--- src/verilog/cgsb_pkg.sv ---
package cgsb_pkg;

  // Register indices.
  localparam logic [7:0] CGSB_IDX_OE    = 8'h00;
  localparam logic [7:0] CGSB_IDX_CTRL1 = 8'h01;
  localparam logic [7:0] CGSB_IDX_SLEW  = 8'h02;
  localparam logic [7:0] CGSB_IDX_REFC  = 8'h03;
  localparam logic [7:0] CGSB_IDX_RSVD  = 8'h04;
  localparam logic [7:0] CGSB_IDX_REVID = 8'h05;
  localparam logic [7:0] CGSB_IDX_DEVID = 8'h06;
  localparam logic [7:0] CGSB_IDX_LEN   = 8'h07;

  // Pair bits in the enable and edge-speed bytes; bits 5 and 1 are reserved.
  localparam int         CGSB_NUM_PAIRS             = 6;
  localparam int         CGSB_PAIR_POS [0:5]        = '{0, 2, 3, 4, 6, 7};
  localparam logic [7:0] CGSB_PAIR_MASK             = 8'hdd;
  localparam logic [7:0] CGSB_OE_RST                = 8'hdd;
  localparam logic [7:0] CGSB_SLEW_RST              = 8'hdd;

  // Spread and amplitude byte.
  localparam logic [7:0] CGSB_CTRL1_MASK            = 8'h3b;
  localparam logic [7:0] CGSB_CTRL1_RST             = 8'h02;
  localparam logic [7:0] CGSB_CTRL1_RSVD            = 8'h04;
  localparam int         CGSB_STRAP_LSB             = 6;
  localparam int         CGSB_OVR_BIT               = 5;
  localparam int         CGSB_SW_LSB                = 3;
  localparam int         CGSB_AMP_LSB               = 0;

  // Reference output byte.
  localparam logic [7:0] CGSB_REFC_MASK             = 8'hf0;
  localparam logic [7:0] CGSB_REFC_RST              = 8'h50;
  localparam logic [7:0] CGSB_REFC_RSVD             = 8'h0d;
  localparam int         CGSB_REF_RATE_LSB          = 6;
  localparam int         CGSB_WOL_BIT               = 5;
  localparam int         CGSB_REF_OE_BIT            = 4;

  // Readback length byte.
  localparam logic [7:0] CGSB_LEN_MASK              = 8'h1f;
  localparam logic [7:0] CGSB_LEN_RST               = 8'h08;

  // Spread codes, shared by strap and software select.
  localparam logic [1:0] CGSB_SS_OFF                = 2'h0;
  localparam logic [1:0] CGSB_SS_MID                = 2'h1;
  localparam logic [1:0] CGSB_SS_HIGH               = 2'h3;

  // Bus target address, strap picks bit 1.
  localparam logic [6:0] CGSB_ADDR_BASE             = 7'h68;
  localparam int         CGSB_ADDR_STRAP_BIT        = 1;
  localparam logic [3:0] CGSB_BYTE_BITS             = 4'h8;
  localparam logic [7:0] CGSB_IDLE_BYTE             = 8'hff;

  typedef enum logic [2:0] {
    CGSB_ST_IDLE,
    CGSB_ST_ADDR,
    CGSB_ST_CMD,
    CGSB_ST_COUNT,
    CGSB_ST_WDATA,
    CGSB_ST_ACK,
    CGSB_ST_RDATA,
    CGSB_ST_HACK
  } cgsb_state_t;

endpackage

--- src/verilog/cgsb_ctrl_bank.sv ---
// Operation
// - Block write: index, count, data stored consecutively
// - Block read: count byte first, then data
// - Target address from strap at power-good
// - Enable bit zero forces pair low
// - Strap readback in byte 1 bits 7:6
// - Override bit lets software select spread
// - Software spread code: off, -0.25%, -0.5%
// - Software spread ineffective without override bit
// - Amplitude field, resets to 10
// - Per-pair edge speed, zero slow, one fast
// - Reference edge rate field, resets to 01
// - Wake bit keeps reference running in power-down
// - Reference enable bit, zero holds it low
// - Byte 5 fixed revision and vendor codes
// - Byte 6 fixed device type and identifier
// - Byte 7 sets block read length
`timescale 1ns/10ps
module cgsb_ctrl_bank
  import cgsb_pkg::*;
#(
  parameter logic [3:0] REVISION_CODE = 4'h3, // Arbitrary value.
  parameter logic [3:0] VENDOR_CODE   = 4'ha, // Arbitrary value.
  parameter logic [1:0] DEVICE_TYPE   = 2'h2, // Arbitrary value.
  parameter logic [5:0] DEVICE_CODE   = 6'h2a // Arbitrary value.
) (
  input  wire logic       clk_in,
  input  wire logic       rst_n_in,
  input  wire logic       scl_in,
  input  wire logic       sda_in,
  output logic            sda_out,
  output logic            sda_oe_n_out,
  input  wire logic       bus_address_strap_in,
  input  wire logic [1:0] spread_strap_in,
  input  wire logic       powergood_powerdown_pin_in,
  input  wire logic [5:0] pair_enable_pin_n_in,
  output logic      [5:0] pair_clock_enable_out,
  output logic      [5:0] pair_edge_speed_out,
  output logic      [1:0] spread_select_out,
  output logic      [1:0] amplitude_select_out,
  output logic      [1:0] ref_edge_rate_out,
  output logic            ref_run_out,
  output logic            ref_float_out
);

  logic        scl_s;
  logic        sda_s;
  logic        addr_strap_s;
  logic [1:0]  spread_strap_s;
  logic        pg_s;
  logic [5:0]  pin_n_s;
  logic        pg_seen;
  logic        addr_bit;
  logic [1:0]  strap_code;

  cgsb_sync #(
    .WIDTH  (12),
    .STAGES (2)
  ) u_sync (
    .clk_in   (clk_in),
    .rst_n_in (rst_n_in),
    .async_in ({scl_in, sda_in, bus_address_strap_in, spread_strap_in,
                powergood_powerdown_pin_in, pair_enable_pin_n_in}),
    .sync_out ({scl_s, sda_s, addr_strap_s, spread_strap_s, pg_s, pin_n_s})
  );

  cgsb_strap_latch u_strap (
    .clk_in          (clk_in),
    .rst_n_in        (rst_n_in),
    .powergood_in    (pg_s),
    .addr_strap_in   (addr_strap_s),
    .spread_strap_in (spread_strap_s),
    .seen_out        (pg_seen),
    .addr_bit_out    (addr_bit),
    .spread_code_out (strap_code)
  );

  // Edge and bus-condition detection on the synchronised serial lines.
  logic scl_q_reg;
  logic sda_q_reg;
  logic scl_rise;
  logic scl_fall;
  logic start_det;
  logic stop_det;

  always_ff @(posedge clk_in or negedge rst_n_in) begin
    if (!rst_n_in) begin
      scl_q_reg <= 1'b1;
      sda_q_reg <= 1'b1;
    end else begin
      scl_q_reg <= scl_s;
      sda_q_reg <= sda_s;
    end
  end

  assign scl_rise  = scl_s && !scl_q_reg;
  assign scl_fall  = !scl_s && scl_q_reg;
  assign start_det = scl_s && scl_q_reg && sda_q_reg && !sda_s;
  assign stop_det  = scl_s && scl_q_reg && !sda_q_reg && sda_s;

  // Register storage.
  logic [7:0] oe_reg;
  logic [7:0] ctrl1_reg;
  logic [7:0] slew_reg;
  logic [7:0] refc_reg;
  logic [7:0] len_reg;

  function automatic logic [7:0] reg_read(input logic [7:0] idx);
    logic [7:0] val;
    val = 8'h00;
    if (idx == CGSB_IDX_OE) begin
      val = oe_reg & CGSB_PAIR_MASK;
    end else if (idx == CGSB_IDX_CTRL1) begin
      val = (ctrl1_reg & CGSB_CTRL1_MASK) | CGSB_CTRL1_RSVD;
      val[CGSB_STRAP_LSB +: 2] = strap_code;
    end else if (idx == CGSB_IDX_SLEW) begin
      val = slew_reg & CGSB_PAIR_MASK;
    end else if (idx == CGSB_IDX_REFC) begin
      val = (refc_reg & CGSB_REFC_MASK) | CGSB_REFC_RSVD;
    end else if (idx == CGSB_IDX_REVID) begin
      val = {REVISION_CODE, VENDOR_CODE};
    end else if (idx == CGSB_IDX_DEVID) begin
      val = {DEVICE_TYPE, DEVICE_CODE};
    end else if (idx == CGSB_IDX_LEN) begin
      val = len_reg & CGSB_LEN_MASK;
    end
    return val;
  endfunction

  // Serial target state.
  cgsb_state_t state_reg;
  cgsb_state_t after_ack_reg;
  logic [7:0]  shift_reg;
  logic [3:0]  bit_cnt_reg;
  logic [7:0]  idx_reg;
  logic [7:0]  wr_left_reg;
  logic [4:0]  rd_left_reg;
  logic        read_dir_reg;
  logic        host_ack_reg;
  logic        sda_drive_reg;
  logic        byte_done;
  logic        wr_stb;
  logic [6:0]  own_addr;
  logic [7:0]  next_rd_byte;

  assign own_addr  = CGSB_ADDR_BASE | (7'(addr_bit) << CGSB_ADDR_STRAP_BIT);
  assign byte_done = scl_fall && (bit_cnt_reg == CGSB_BYTE_BITS);
  assign wr_stb    = (state_reg == CGSB_ST_WDATA) && byte_done && (wr_left_reg != 8'h00);
  // Past the programmed length the target lets the line float high.
  assign next_rd_byte = (rd_left_reg != 5'h00) ? reg_read(idx_reg) : CGSB_IDLE_BYTE;

  always_ff @(posedge clk_in or negedge rst_n_in) begin
    if (!rst_n_in) begin
      state_reg     <= CGSB_ST_IDLE;
      after_ack_reg <= CGSB_ST_IDLE;
      shift_reg     <= 8'h00;
      bit_cnt_reg   <= 4'h0;
      idx_reg       <= 8'h00;
      wr_left_reg   <= 8'h00;
      rd_left_reg   <= 5'h00;
      read_dir_reg  <= 1'b0;
      host_ack_reg  <= 1'b0;
      sda_drive_reg <= 1'b0;
    end else if (stop_det) begin
      state_reg     <= CGSB_ST_IDLE;
      sda_drive_reg <= 1'b0;
    end else if (start_det && pg_seen) begin
      // A repeated start keeps the index written before it.
      state_reg     <= CGSB_ST_ADDR;
      bit_cnt_reg   <= 4'h0;
      sda_drive_reg <= 1'b0;
    end else begin
      case (state_reg)
        CGSB_ST_ADDR, CGSB_ST_CMD, CGSB_ST_COUNT, CGSB_ST_WDATA: begin
          if (scl_rise) begin
            shift_reg   <= {shift_reg[6:0], sda_s};
            bit_cnt_reg <= bit_cnt_reg + 4'h1;
          end else if (byte_done) begin
            bit_cnt_reg   <= 4'h0;
            sda_drive_reg <= 1'b1;
            state_reg     <= CGSB_ST_ACK;
            if (state_reg == CGSB_ST_ADDR) begin
              read_dir_reg  <= shift_reg[0];
              after_ack_reg <= shift_reg[0] ? CGSB_ST_RDATA : CGSB_ST_CMD;
              if (shift_reg[7:1] != own_addr) begin
                sda_drive_reg <= 1'b0;
                state_reg     <= CGSB_ST_IDLE;
              end
            end else if (state_reg == CGSB_ST_CMD) begin
              idx_reg       <= shift_reg;
              after_ack_reg <= CGSB_ST_COUNT;
            end else if (state_reg == CGSB_ST_COUNT) begin
              wr_left_reg   <= shift_reg;
              after_ack_reg <= CGSB_ST_WDATA;
            end else begin
              after_ack_reg <= CGSB_ST_WDATA;
              if (wr_left_reg != 8'h00) begin
                idx_reg     <= idx_reg + 8'h01;
                wr_left_reg <= wr_left_reg - 8'h01;
              end
            end
          end
        end
        CGSB_ST_ACK: begin
          if (scl_fall) begin
            state_reg   <= after_ack_reg;
            bit_cnt_reg <= 4'h0;
            if (after_ack_reg == CGSB_ST_RDATA) begin
              // The first byte of a read is the programmed length.
              shift_reg     <= len_reg & CGSB_LEN_MASK;
              rd_left_reg   <= len_reg[4:0];
              sda_drive_reg <= ~len_reg[7];
            end else begin
              sda_drive_reg <= 1'b0;
            end
          end
        end
        CGSB_ST_RDATA: begin
          if (scl_rise) begin
            bit_cnt_reg <= bit_cnt_reg + 4'h1;
          end else if (byte_done) begin
            sda_drive_reg <= 1'b0;
            state_reg     <= CGSB_ST_HACK;
          end else if (scl_fall) begin
            shift_reg     <= {shift_reg[6:0], 1'b0};
            sda_drive_reg <= ~shift_reg[6];
          end
        end
        CGSB_ST_HACK: begin
          if (scl_rise) begin
            host_ack_reg <= !sda_s;
          end else if (scl_fall) begin
            bit_cnt_reg <= 4'h0;
            if (host_ack_reg) begin
              shift_reg     <= next_rd_byte;
              sda_drive_reg <= ~next_rd_byte[7];
              state_reg     <= CGSB_ST_RDATA;
              if (rd_left_reg != 5'h00) begin
                idx_reg     <= idx_reg + 8'h01;
                rd_left_reg <= rd_left_reg - 5'h01;
              end
            end else begin
              state_reg <= CGSB_ST_IDLE;
            end
          end
        end
        default: begin
          sda_drive_reg <= 1'b0;
        end
      endcase
    end
  end

  assign sda_out      = 1'b0;
  assign sda_oe_n_out = ~sda_drive_reg;

  // Register writes; read-only and reserved bits are masked off here.
  always_ff @(posedge clk_in or negedge rst_n_in) begin
    if (!rst_n_in) begin
      oe_reg    <= CGSB_OE_RST;
      ctrl1_reg <= CGSB_CTRL1_RST;
      slew_reg  <= CGSB_SLEW_RST;
      refc_reg  <= CGSB_REFC_RST;
      len_reg   <= CGSB_LEN_RST;
    end else if (wr_stb) begin
      if (idx_reg == CGSB_IDX_OE) begin
        oe_reg <= shift_reg & CGSB_PAIR_MASK;
      end else if (idx_reg == CGSB_IDX_CTRL1) begin
        ctrl1_reg <= shift_reg & CGSB_CTRL1_MASK;
      end else if (idx_reg == CGSB_IDX_SLEW) begin
        slew_reg <= shift_reg & CGSB_PAIR_MASK;
      end else if (idx_reg == CGSB_IDX_REFC) begin
        refc_reg <= shift_reg & CGSB_REFC_MASK;
      end else if (idx_reg == CGSB_IDX_LEN) begin
        len_reg <= shift_reg & CGSB_LEN_MASK;
      end
    end
  end

  // Output controls.
  logic [5:0] pair_oe_vec;
  logic [5:0] pair_slew_vec;
  logic       ref_on_next;

  for (genvar p = 0; p < CGSB_NUM_PAIRS; p++) begin : g_pair
    assign pair_oe_vec[p]   = oe_reg[CGSB_PAIR_POS[p]];
    assign pair_slew_vec[p] = slew_reg[CGSB_PAIR_POS[p]];
  end

  // Power-down low stops everything except a reference kept alive for wake.
  assign ref_on_next = refc_reg[CGSB_REF_OE_BIT] &&
                       (pg_s || refc_reg[CGSB_WOL_BIT]);

  always_ff @(posedge clk_in or negedge rst_n_in) begin
    if (!rst_n_in) begin
      pair_clock_enable_out <= 6'h00;
      pair_edge_speed_out   <= 6'h3f;
      spread_select_out     <= CGSB_SS_OFF;
      amplitude_select_out  <= CGSB_CTRL1_RST[1:0];
      ref_edge_rate_out     <= CGSB_REFC_RST[7:6];
      ref_run_out           <= 1'b0;
      ref_float_out         <= 1'b1;
    end else begin
      pair_clock_enable_out <= pair_oe_vec & ~pin_n_s & {6{pg_s}};
      pair_edge_speed_out   <= pair_slew_vec;
      // The software code is stored always but only steers spread under override.
      spread_select_out     <= ctrl1_reg[CGSB_OVR_BIT] ?
                               ctrl1_reg[CGSB_SW_LSB +: 2] : strap_code;
      amplitude_select_out  <= ctrl1_reg[CGSB_AMP_LSB +: 2];
      ref_edge_rate_out     <= refc_reg[CGSB_REF_RATE_LSB +: 2];
      ref_run_out           <= ref_on_next && pg_seen;
      ref_float_out         <= !pg_seen;
    end
  end
endmodule // cgsb_ctrl_bank

--- src/verilog/cgsb_sync.sv ---
`timescale 1ns/10ps
module cgsb_sync
  import cgsb_pkg::*;
#(
  parameter int WIDTH  = 1,
  parameter int STAGES = 2
) (
  input  wire logic             clk_in,
  input  wire logic             rst_n_in,
  input  wire logic [WIDTH-1:0] async_in,
  output logic      [WIDTH-1:0] sync_out
);

  if (STAGES < 2) begin : g_check
    $error("cgsb_sync needs at least two stages");
  end

  logic [WIDTH-1:0] stage_reg [STAGES];

  // Only the next stage reads each flop, so no logic sees a metastable level.
  always_ff @(posedge clk_in or negedge rst_n_in) begin
    if (!rst_n_in) begin
      for (int i = 0; i < STAGES; i++) begin
        stage_reg[i] <= '0;
      end
    end else begin
      stage_reg[0] <= async_in;
      for (int i = 1; i < STAGES; i++) begin
        stage_reg[i] <= stage_reg[i-1];
      end
    end
  end

  assign sync_out = stage_reg[STAGES-1];

endmodule // cgsb_sync

--- src/verilog/cgsb_strap_latch.sv ---
`timescale 1ns/10ps
module cgsb_strap_latch
  import cgsb_pkg::*;
(
  input  wire logic       clk_in,
  input  wire logic       rst_n_in,
  input  wire logic       powergood_in,
  input  wire logic       addr_strap_in,
  input  wire logic [1:0] spread_strap_in,
  output logic            seen_out,
  output logic            addr_bit_out,
  output logic [1:0]      spread_code_out
);

  logic       seen_reg;
  logic       addr_reg;
  logic [1:0] spread_reg;

  // Straps are caught once, on the first power-good high after reset.
  always_ff @(posedge clk_in or negedge rst_n_in) begin
    if (!rst_n_in) begin
      seen_reg   <= 1'b0;
      addr_reg   <= 1'b0;
      spread_reg <= CGSB_SS_OFF;
    end else if (powergood_in && !seen_reg) begin
      seen_reg   <= 1'b1;
      addr_reg   <= addr_strap_in;
      // An impossible comparator code 10 is folded onto mid level.
      spread_reg <= (spread_strap_in == 2'h2) ? CGSB_SS_MID : spread_strap_in;
    end
  end

  assign seen_out        = seen_reg;
  assign addr_bit_out    = addr_reg;
  assign spread_code_out = spread_reg;

endmodule // cgsb_strap_latch

--- config.mk ---
export PLATFORM = sky130hd
export DESIGN_NAME = cgsb_ctrl_bank
export DESIGN_NICKNAME = d
export VERILOG_FILES = /design/src/verilog/cgsb_pkg.sv /design/src/verilog/cgsb_ctrl_bank.sv /design/src/verilog/cgsb_sync.sv /design/src/verilog/cgsb_strap_latch.sv
export SDC_FILE = /design/constraint.sdc
export NUM_CORES = 1
export LEC_CHECK = 0
export BUFFER_PORTS_ARGS = -buffer_cell sky130_fd_sc_hd__buf_2
export CORE_UTILIZATION = 30
export DETAILED_ROUTE_END_ITERATION = 10
export SLEW_MARGIN = 20
export SYNTH_ARGS = -nofsm -noshare
export SYNTH_HDL_FRONTEND = slang
export SYNTH_SLANG_ARGS = --single-unit
--- constraint.sdc ---
create_clock -name clk_in -period 6 [get_ports clk_in]
set_input_delay 0.6 -clock clk_in [delete_from_list [all_inputs] [get_ports clk_in]]
set_output_delay 0.6 -clock clk_in [all_outputs]
set_load 0.02 [all_outputs]
Yosys cells after proc, flatten, opt, wreduce, memory -nomap -nowiden
Cells that the tools add are included.
{"block": "classes", "n_addsub": 4, "eq_ne": 44, "n_mux": 78, "bitwise": 15, "reduce_logical": 44}
{"op": "8-bit 2-to-1 mux", "count": 28}
{"op": "3-bit 2-to-1 mux", "count": 15}
{"op": "4-bit inequality test, second input constant", "count": 9}
{"op": "5-bit 2-to-1 mux", "count": 7}
{"op": "8-bit one-hot mux with 4 select lines", "count": 1}
{"op": "2-bit inequality test, second input constant", "count": 13}
{"op": "8-bit by 3-bit equality test with 1-bit output, second input constant", "count": 3}
{"op": "4-bit 2-to-1 mux", "count": 6}
{"op": "12-bit AND reduction", "count": 2}
{"op": "8-bit AND reduction", "count": 3}
{"op": "8-bit by 2-bit equality test with 1-bit output, second input constant", "count": 2}
{"op": "4-bit one-hot mux with 4 select lines", "count": 1}
{"op": "8-bit one-hot mux with 2 select lines", "count": 1}
{"op": "3-bit equality test, second input constant", "count": 5}
{"op": "5-bit AND reduction", "count": 3}
{"op": "1-bit logical AND", "count": 14}
{"op": "1-bit 2-to-1 mux", "count": 14}
{"op": "6-bit bitwise AND", "count": 2}
{"op": "3-bit inequality test, second input constant", "count": 4}
{"op": "1-bit inverter", "count": 12}
{"op": "3-bit one-hot mux with 4 select lines", "count": 1}
{"op": "5-bit one-hot mux with 2 select lines", "count": 1}
{"op": "5-bit nonzero test", "count": 2}
{"op": "9-bit AND reduction", "count": 1}
{"op": "26 further kinds", "count": 35}
{"block": "totals", "reg_bits": 117, "inputBits": 14, "out_inout_bits": 22, "wordCells": 213}

Depth between registers and ports, before layout
Gate-level depths: netlist of run 1.
{"block": "depth", "depth_word": 16, "ltp_mapped": 9, "ltp_nobuf": 7}

Hierarchy
Synthesis of run 1 repeated with hierarchy kept, for this count alone.
{"block": "hier_totals", "hier_cells": 567, "area_unflattened_um2": 5854.4}
{"mod": "cgsb_ctrl_bank", "n_inst": 1, "cells_per_inst": 518, "area_per_inst_um2": 4993.5, "seq_area_each_um2": 2260.9}
{"mod": "cgsb_sync", "n_inst": 1, "cells_per_inst": 36, "area_per_inst_um2": 690.7, "seq_area_each_um2": 600.6}
{"mod": "cgsb_strap_latch", "n_inst": 1, "cells_per_inst": 13, "area_per_inst_um2": 170.2, "seq_area_each_um2": 100.1}

Worst setup path before layout of run 1
No wires, ideal clock.
{"block": "synth_timing", "path_kind": "flip-flop to flip-flop", "from": "register idx_reg[4]", "to": "register refc_reg[5]", "setup_time_ps": 125, "arrival_ps": 1936, "required_ps": 5875, "slack_ps": 3940, "stages_incl_launch_ff": 6, "path_buffers": 0, "period_less_slack_ps": 2060, "path_cell_list": "dfrtp_1 > or4_4 > nor3_4 > nand3_2 > nor4_4 > mux2_2"}
{"block": "synth_via", "elab_chain_cells": 3, "elab_cells_between_ends": 8, "cone_classes": "3 x eq/ne; 3 x bitwise; 2 x reduce/logical"}
{"element": "start: declaration", "line_no": "cgsb_ctrl_bank.sv:135", "text": "logic [7:0] idx_reg;"}
{"element": "start signal: assignment", "line_no": "cgsb_ctrl_bank.sv:190", "text": "idx_reg <= shift_reg;"}
{"element": "start signal: assignment", "line_no": "cgsb_ctrl_bank.sv:198", "text": "idx_reg <= idx_reg + 8'h01;"}
{"element": "start signal: assignment", "line_no": "cgsb_ctrl_bank.sv:239", "text": "idx_reg <= idx_reg + 8'h01;"}
{"element": "8-bit by 2-bit equality test with 1-bit output (tied with other cells)", "line_no": "cgsb_ctrl_bank.sv:270", "text": "end else if (idx_reg == CGSB_IDX_SLEW) begin"}
{"element": "1-bit inverter (no line)"}
{"element": "5-bit AND reduction (no line) *"}
{"element": "end signal: assignment", "line_no": "cgsb_ctrl_bank.sv:273", "text": "refc_reg <= shift_reg & CGSB_REFC_MASK;"}
{"element": "end: declaration", "line_no": "cgsb_ctrl_bank.sv:105", "text": "logic [7:0] refc_reg;"}
Every way passes the cells marked *; elsewhere a longest branch is shown, timed or not.
A chain may end at the register's enable or synchronous reset.

Worst setup path in the final report of run 1
{"block": "layout_timing", "from": "register state_reg[1]", "to": "register idx_reg[1]"}
{"block": "layout_via", "elab_chain_cells": 6, "elab_cells_between_ends": 22, "cone_classes": "14 x eq/ne; 5 x mux; 3 x reduce/logical"}
{"element": "start: declaration", "line_no": "cgsb_ctrl_bank.sv:131", "text": "cgsb_state_t state_reg;"}
{"element": "start signal: assignment", "line_no": "cgsb_ctrl_bank.sv:206", "text": "state_reg <= after_ack_reg;"}
{"element": "3-bit by 2-bit equality test with 1-bit output", "line_no": "cgsb_ctrl_bank.sv:173, cgsb_ctrl_bank.sv:189"}
{"element": "8-bit 2-to-1 mux", "line_no": "cgsb_ctrl_bank.sv:189", "text": "end else if (state_reg == CGSB_ST_CMD) begin"}
{"element": "8-bit 2-to-1 mux", "line_no": "cgsb_ctrl_bank.sv:182", "text": "if (state_reg == CGSB_ST_ADDR) begin"}
{"element": "8-bit 2-to-1 mux", "line_no": "cgsb_ctrl_bank.sv:178", "text": "end else if (byte_done) begin"}
{"element": "8-bit 2-to-1 mux", "line_no": "cgsb_ctrl_bank.sv:175", "text": "if (scl_rise) begin"}
{"element": "8-bit one-hot mux with 2 select lines", "line_no": "cgsb_ctrl_bank.sv:173", "text": "case (state_reg)"}
Parallel ways exist; a longest one is shown, timed or not. The select of a mux whose other input is x is not followed.

==> results of run 1 <==
[cell type report]
class	instances	area (µm²)
repair buffers	37	195
well taps	260	325
clock buffers	19	443
fillers	1907	12100
flip-flops and latches	117	2960
multi-input cells	405	2690
inverters	19	71.3
clock inverters	13	148
[worst register-to-register path, cell delays in order, from the launching register on]
cell and delay [ps]:
dfrtp_1 520, buf_4 290, or3b_1 420, a31oi_2 510, o2bb2ai_1 400, and2_1 400
mux2i_1 210
[final timing paths]
kind,from,endpoint,depth (start not counted)
worst min register to register,u_sync.stage_reg[17],u_sync.sync_out[5],0
min in group clk_in,pair_enable_pin_n_in[2],u_sync.stage_reg[14],1
max in group asynchronous,rst_n_in,idx_reg[1],2
worst min-delay path,rst_n_in,sda_drive_reg,1
worst max-delay path,state_reg[1],idx_reg[1],6
worst max register to register,state_reg[1],idx_reg[1],6
[routing by layer]
layer	vias up	GRT usage [%]	wire length (µm)
li1	2136	-	-
met1	2189	21.1	6790
met2	135	22.8	6550
met3	26	2.97	665
met4	0	7.64	382
met5	-	0	0
[placed cells by master, fill, tap and decap left out, drive strengths merged, types with 19 or more instances in the layout]
cell type / netlist / routed
dfrtp: 90 / 90
nand2: 55 / 55
o21ai: 44 / 44
a21oi: 37 / 37
buf: 12 / 37
mux2: 36 / 36
nor2: 33 / 33
dfstp: 27 / 27
inv: 19 / 23
nand3: 19 / 19
clkbuf: 18 / 19
[through the flow]
step	setup WS [ps]	power [µW]	std cells	cell area [µm²]	utilization, %
floorplan	3940	1170	571	5860	-
global placement	3250	1300	838	6250	33.0
detailed placement	3210	1300	838	6250	33.0
CTS	3190	2310	870	6840	36.1
global route	2990	2400	870	6840	36.1
finish	3180	2300	870	6840	36.1
[cells in the mapped netlist, types with 4 or more instances]
library cell	n	share of area (%)
dfrtp_1	90	38
nand2_1	54	3.5
o21ai_0	44	3.8
a21oi_1	37	3.2
nor2_1	32	2.0
mux2_2	29	5.6
dfstp_2	27	12
inv_1	19	1.2
clkbuf_1	18	1.2
nand3_1	17	1.5
a31oi_1	15	1.6
o211ai_1	11	1.4
nor2b_1	10	1.1
nor3_1	10	0.85
ha_1	9	1.9
buf_2	8	0.68
nand2b_1	8	0.85
o22ai_1	8	0.85
and2_1	7	0.75
and3b_1	7	1.0
nand3b_1	7	0.90
mux2_4	6	1.5
a211oi_1	5	0.64
a22oi_1	5	0.64
and3_1	4	0.43
mux2i_1	4	0.68
nand4_1	4	0.43
o21bai_1	4	0.51
[cells by family (layout without fill, tap and decap cells)]
group / Yosys count / count (layout) / share of synthesized area [%]
other: 1 / 1 / 0.0640
AOI/OAI and AO/OA: 161 / 161 / 17.4
DFF: 117 / 117 / 50.5
buffers and inverters: 49 / 88 / 3.56
and+or+nand+nor: 192 / 192 / 18.3
xor gates and xnor gates: 2 / 2 / 0.299
adders and majority gates: 9 / 9 / 1.92
muxes: 40 / 40 / 7.98
[where the power goes]
group / switching [µW] / leakage (µW) / total, µW / internal (µW)
clock network: 379 / 0.000289 / 1010 / 627
registers: 138 / 0.00144 / 980 / 842
logic: 188 / 0.00119 / 312 / 124
total: 705 / 0.00292 / 2300 / 1590
==> results.md, run 1 <==
- Status: completed
- Total GRT Usage: 15.3%
- Maximum number of pins on one net before global-route repair: 68
- Worst EP arrival: 3160 ps
- H-tree depth: 4
- Tightest Pin Transition: 841 ps
- Fin. Hold Viols: 0
- Clk_skew: 10.8 ps
- Layout cells sized above 1: 23.9%
- Routed WL: 14.4 mm
- DR DRC count: 0
- Worst path max stage delay: 520 ps
- DR iter-0 viols: 446
- DPL Wire Length: 9.82 mm
- CTS hold repair buffers: 0
- Clock transition at the registers of the reported paths: 60 ps
- Nets@finish: 620
- IO Pins: 36
- Root buf cell: clkbuf_16
- Cell Area, Synth: 5860 µm²
- Post-synthesis sequential area ratio: 50.5%
- Bufs and invs on worst path: 1
- First-pass GRT wire length: 23.6 mm
- Via count: 4486
- Number of global-route vias before repair: 4431
- Pwr Density: 336 nW/µm²
- Initial Util: 30.9%
- CTS buffer count: 17
- Final Slew Violations: 0
- Die footprint: 20100 µm²
- Cells after Synth: 571
- Tcrit/Tclk final: 47.0%
- Post-route ant nets: 0
- EDFF count, synth: 0
- Cells along the critical path: buf_4 > or3b_1 > a31oi_2 > o2bb2ai_1 > and2_1 > mux2i_1
- Core area: 19000 µm²
- Syn Area/Cell: 10.3 µm²
- Grt total ovfl: 0
- Highest clock rate: 0.355 GHz
- Largest delay share family, worst path: compound AO/OA/AOI/OAI gates
- Async SR Flop Fraction: 100%
- CP Max Fanout: 24
- Syn nets: 594
- CTS sink count: 117
- Initial antenna violation count: 0
- Worst skew pair latency: 420 ps
- Leakage: 0.00292 µW
- Row Count: 50
- Synthesis-stage register bit count: 117
- Longest Clk Path Bufs: 2
- Setup_tns: 0 ps
- Antenna diodes: 0
- Max-slew headroom: 43.8%
- Hold Path Class: primary input to asynchronous set/reset pin
- Cell variety after synth: 79
- Number of post-CTS setup repair buffers: 0
- Peak VDD IR: 0.230 mV
- Count of final setup violators: 0
- Initial DRT Pass Iterations: 5
- Via density per instance: 5.16
- DIE WIDTH: 142 µm
- Buffers added on ports: 34
- R2R setup slack: 3180 ps
- Ys flop type: dfrtp_1
- Ys Warns: 0
- Worst setup SP type: flop
- GPL Wtd Cong: 0.897
- Post-cts sizing count: 0
- Die height: 142 µm
- Layout Area Growth over Synthesis: 16.6%
- Worst Setup End Kind: flop
- CP required: 6340 ps
- RSZ-0062 raised after global routing: false
- Period minus WS final: 2820 ps
- TritonCTS clock tree: yes
- Hold slack: 284 ps
- WS Path Type: flop to flop
- Slowest stage cell, crit path: dfrtp_1
- Max-cap violations: 0
- WL per Instance: 16.5 µm
(Power assumes the default switching activity.)
==> run 2, diff against run 1 <==
==> constraint.sdc (replaced) <==
create_clock -name clk_in -period 2.35 [get_ports clk_in]
set_input_delay 0.235 -clock clk_in [delete_from_list [all_inputs] [get_ports clk_in]]
set_output_delay 0.235 -clock clk_in [all_outputs]
set_load 0.02 [all_outputs]
==> results.md, run 2 (synthesis results as in run 1) <==
- Total GRT Usage: 15.9% (was 15.3%)
- IO Pins: 36 (unchanged)
- Via density per instance: 5.09 (was 5.16)
- DR iter-0 viols: 487 (was 446)
- Initial antenna violation count: 0 (unchanged)
- Fin. Hold Viols: 0 (unchanged)
- Most frequent cells in the layout: 90 x dfrtp_1, 54 x nand2_1, 44 x o21ai_0, 37 x a21oi_1, 37 x buf_4 (was 90 x dfrtp_1, 54 x nand2_1, 44 x o21ai_0, 37 x a21oi_1, 33 x buf_2)
- Worst setup SP type: flop (unchanged)
- Part of the power in registers: 40.0% (was 42.6%)
- TritonCTS clock tree: yes (unchanged)
- Initial DRT Pass Iterations: 5 (unchanged)
- Net switching fraction of the power: 32.0% (was 30.7%)
- Commonest non-fill, non-tap cell in the layout: dfrtp_1 (unchanged)
- Fin util: 38.2% (was 36.1%)
- HP Start: u_sync.stage_reg[23]
- Setup_tns: 0 ps (unchanged)
- Layout cells sized above 1: 27.7% (was 23.9%)
- Routed WL: 14.9 mm (was 14.4 mm)
- Nets@finish: 667 (was 620)
- DIE WIDTH: 142 µm (unchanged)
- Clock Power Share: 43.1% (was 43.8%)
- Maximum number of pins on one net before global-route repair: 54 (was 68)
- Via count: 4666 (was 4486)
- Slowest stage cell, crit path: or4_4 (was dfrtp_1)
- Die height: 142 µm (unchanged)
- Core area: 19000 µm² (unchanged)
- Worst skew pair latency: 420 ps (about the same)
- Buffers added on ports: 34 (unchanged)
- Fill count: 1860 (was 1907)
- Pwr Density: 833 nW/µm² (was 336 nW/µm²)
- Root buf cell: clkbuf_16 (unchanged)
- Tcrit/Tclk final: 95.1% (was 47.0%)
- WL per Instance: 16.2 µm (was 16.5 µm)
- Longest Clk Path Bufs: 2 (unchanged)
- CP required: 2650 ps (was 6340 ps)
- RSZ-0062 raised after global routing: false (unchanged)
- DPL Wire Length: 10.3 mm (was 9.82 mm)
- Max-cap violations: 0 (unchanged)
- First-pass GRT wire length: 24.4 mm (was 23.6 mm)
- Count of final setup violators: 0 (unchanged)
- CTS buffer count: 17 (unchanged)
- Tightest Pin Transition: 747 ps (was 841 ps)
- Comb power frac: 16.9% (was 13.6%)
- Cells along the critical path: or4_4 > nor3_4 > nand3_2 > nor4_4 > mux2_2 (was buf_4 > or3b_1 > a31oi_2 > o2bb2ai_1 > and2_1 > mux2i_1)
- Row Count: 50 (unchanged)
- Grt total ovfl: 0 (unchanged)
- Period minus WS final: 2230 ps (was 2820 ps)
- Crit Reg-Reg Startpoint: idx_reg[4] (was state_reg[1])
- GPL Wtd Cong: 0.912 (was 0.897)
- Initial Util: 30.9% (unchanged)
- Status: completed (unchanged)
- Worst Setup End Kind: flop (unchanged)
- Post-route ant nets: 0 (unchanged)
- DR DRC count: 0 (unchanged)
- Clk_skew: 7.06 ps (was 10.8 ps)
- WS Path Type: flop to flop (unchanged)
- Max-slew headroom: 50.0% (was 43.8%)
- CP Max Fanout: 6 (was 24)
- H-tree depth: 4 (unchanged)
- Antenna diodes: 0 (unchanged)
- Leakage: 0.00315 µW (was 0.00292 µW)
- Hold Path Class: flop to flop (was primary input to asynchronous set/reset pin)
- Sw power: 1930 µW (was 705 µW)
- Internal power: 4100 µW (was 1590 µW)
- Crit. Startpoint: idx_reg[4] (was state_reg[1])
- Highest clock rate: 0.448 GHz (was 0.355 GHz)
- Largest delay share family, worst path: simple AND/OR/NAND/NOR gates (was compound AO/OA/AOI/OAI gates)
- Worst path max stage delay: 610 ps (was 520 ps)
- Layout Area Growth over Synthesis: 23.5% (was 16.6%)
- Die footprint: 20100 µm² (unchanged)
- CTS sink count: 117 (unchanged)
- Bufs and invs on worst path: 0 (was 1)
- Final Slew Violations: 0 (unchanged)
- Worst EP arrival: 2540 ps (was 3160 ps)
- Clock transition at the registers of the reported paths: 60 ps (about the same)
- Number of global-route vias before repair: 4516 (was 4431)
- Peak VDD IR: 0.507 mV (was 0.230 mV)
==> run 2: changes by cell type in the layout (fill, tap and decap cells not counted), sizes merged <==
| cell | previous run | this run |
|---|---|---|
| inv | 23 | 31 |
| bufinv | 2 | 1 |
| dlygate4sd3 | 0 | 13 |
| clkbuf | 19 | 18 |
| buf | 37 | 71 |
| clkinv | 6 | 0 |
==> run 2: final cells by class <==
class                           count  area [µm²]  share of cell area (%)
Sequential cell                   117        2960                    40.9
Multi-Input combinational cell    405        2700                    37.2
Timing Repair Buffer               84         593                    8.19
Clock buffer                       18         439                    6.07
Tap cell                          260         325                    4.49
Clock inverter                     14         153                    2.11
Inverter                           19        71.3                   0.985
==> run 2: timing repair <==
item | 4_1_cts | 5_1_grt
setup buffers | 0 | 0
setup endpoints to repair | 0 | 1
hold buffers | 13 | 0
hold endpoints to repair | 48 | 0
gates resized for setup | 0 | 1
==> run 2: through the flow <==
stage / cells / total power [µW] / instance area (µm²) / hold slack [ps] / setup slack [ps]
2_1_floorplan: 571 / 2980 / 5860 / -60.6 / 290
3_3_place_gp: 872 / 3440 / 6510 / 273 / 88.0
3_5_place_dp: 872 / 3430 / 6510 / 273 / 131
4_1_cts: 917 / 6070 / 7240 / 349 / 121
5_1_grt: 917 / 6290 / 7240 / 353 / 13.9
6_report: 917 / 6030 / 7240 / 347 / 116
==> run 2: path summary, 6_finish.rpt <==
check	to	slack (ps)	cells past startpoint
setup / recovery	refc_reg[5]	120	5
min in group asynchronous	u_sync.stage_reg[23]	360	2
setup reg to reg	refc_reg[5]	120	5
max in group asynchronous	len_reg[3]	1200	3
hold / removal	u_sync.sync_out[11]	350	0
hold reg to reg	u_sync.sync_out[11]	350	0
==> run 2: layer usage <==
metal	wire length (µm)	GRT usage, %	vias to the layer above	share of wire, %
met5	0	0	-	0
met4	433	7.87	0	2.9
met3	650	3.31	39	4.4
met2	6760	24.2	132	45
met1	7060	21.5	2260	47
li1	-	-	2235	-
==> run 2: power groups by stage <==
stage / clock, µW / sequential [µW] / combinational, µW
final: 2600 / 2410 / 1020
after global routing: 2740 / 2420 / 1130
after floorplan: 0 / 2280 / 707
after global placement: 0 / 2440 / 1010
after detailed placement: 0 / 2440 / 993
after CTS: 2650 / 2400 / 1020
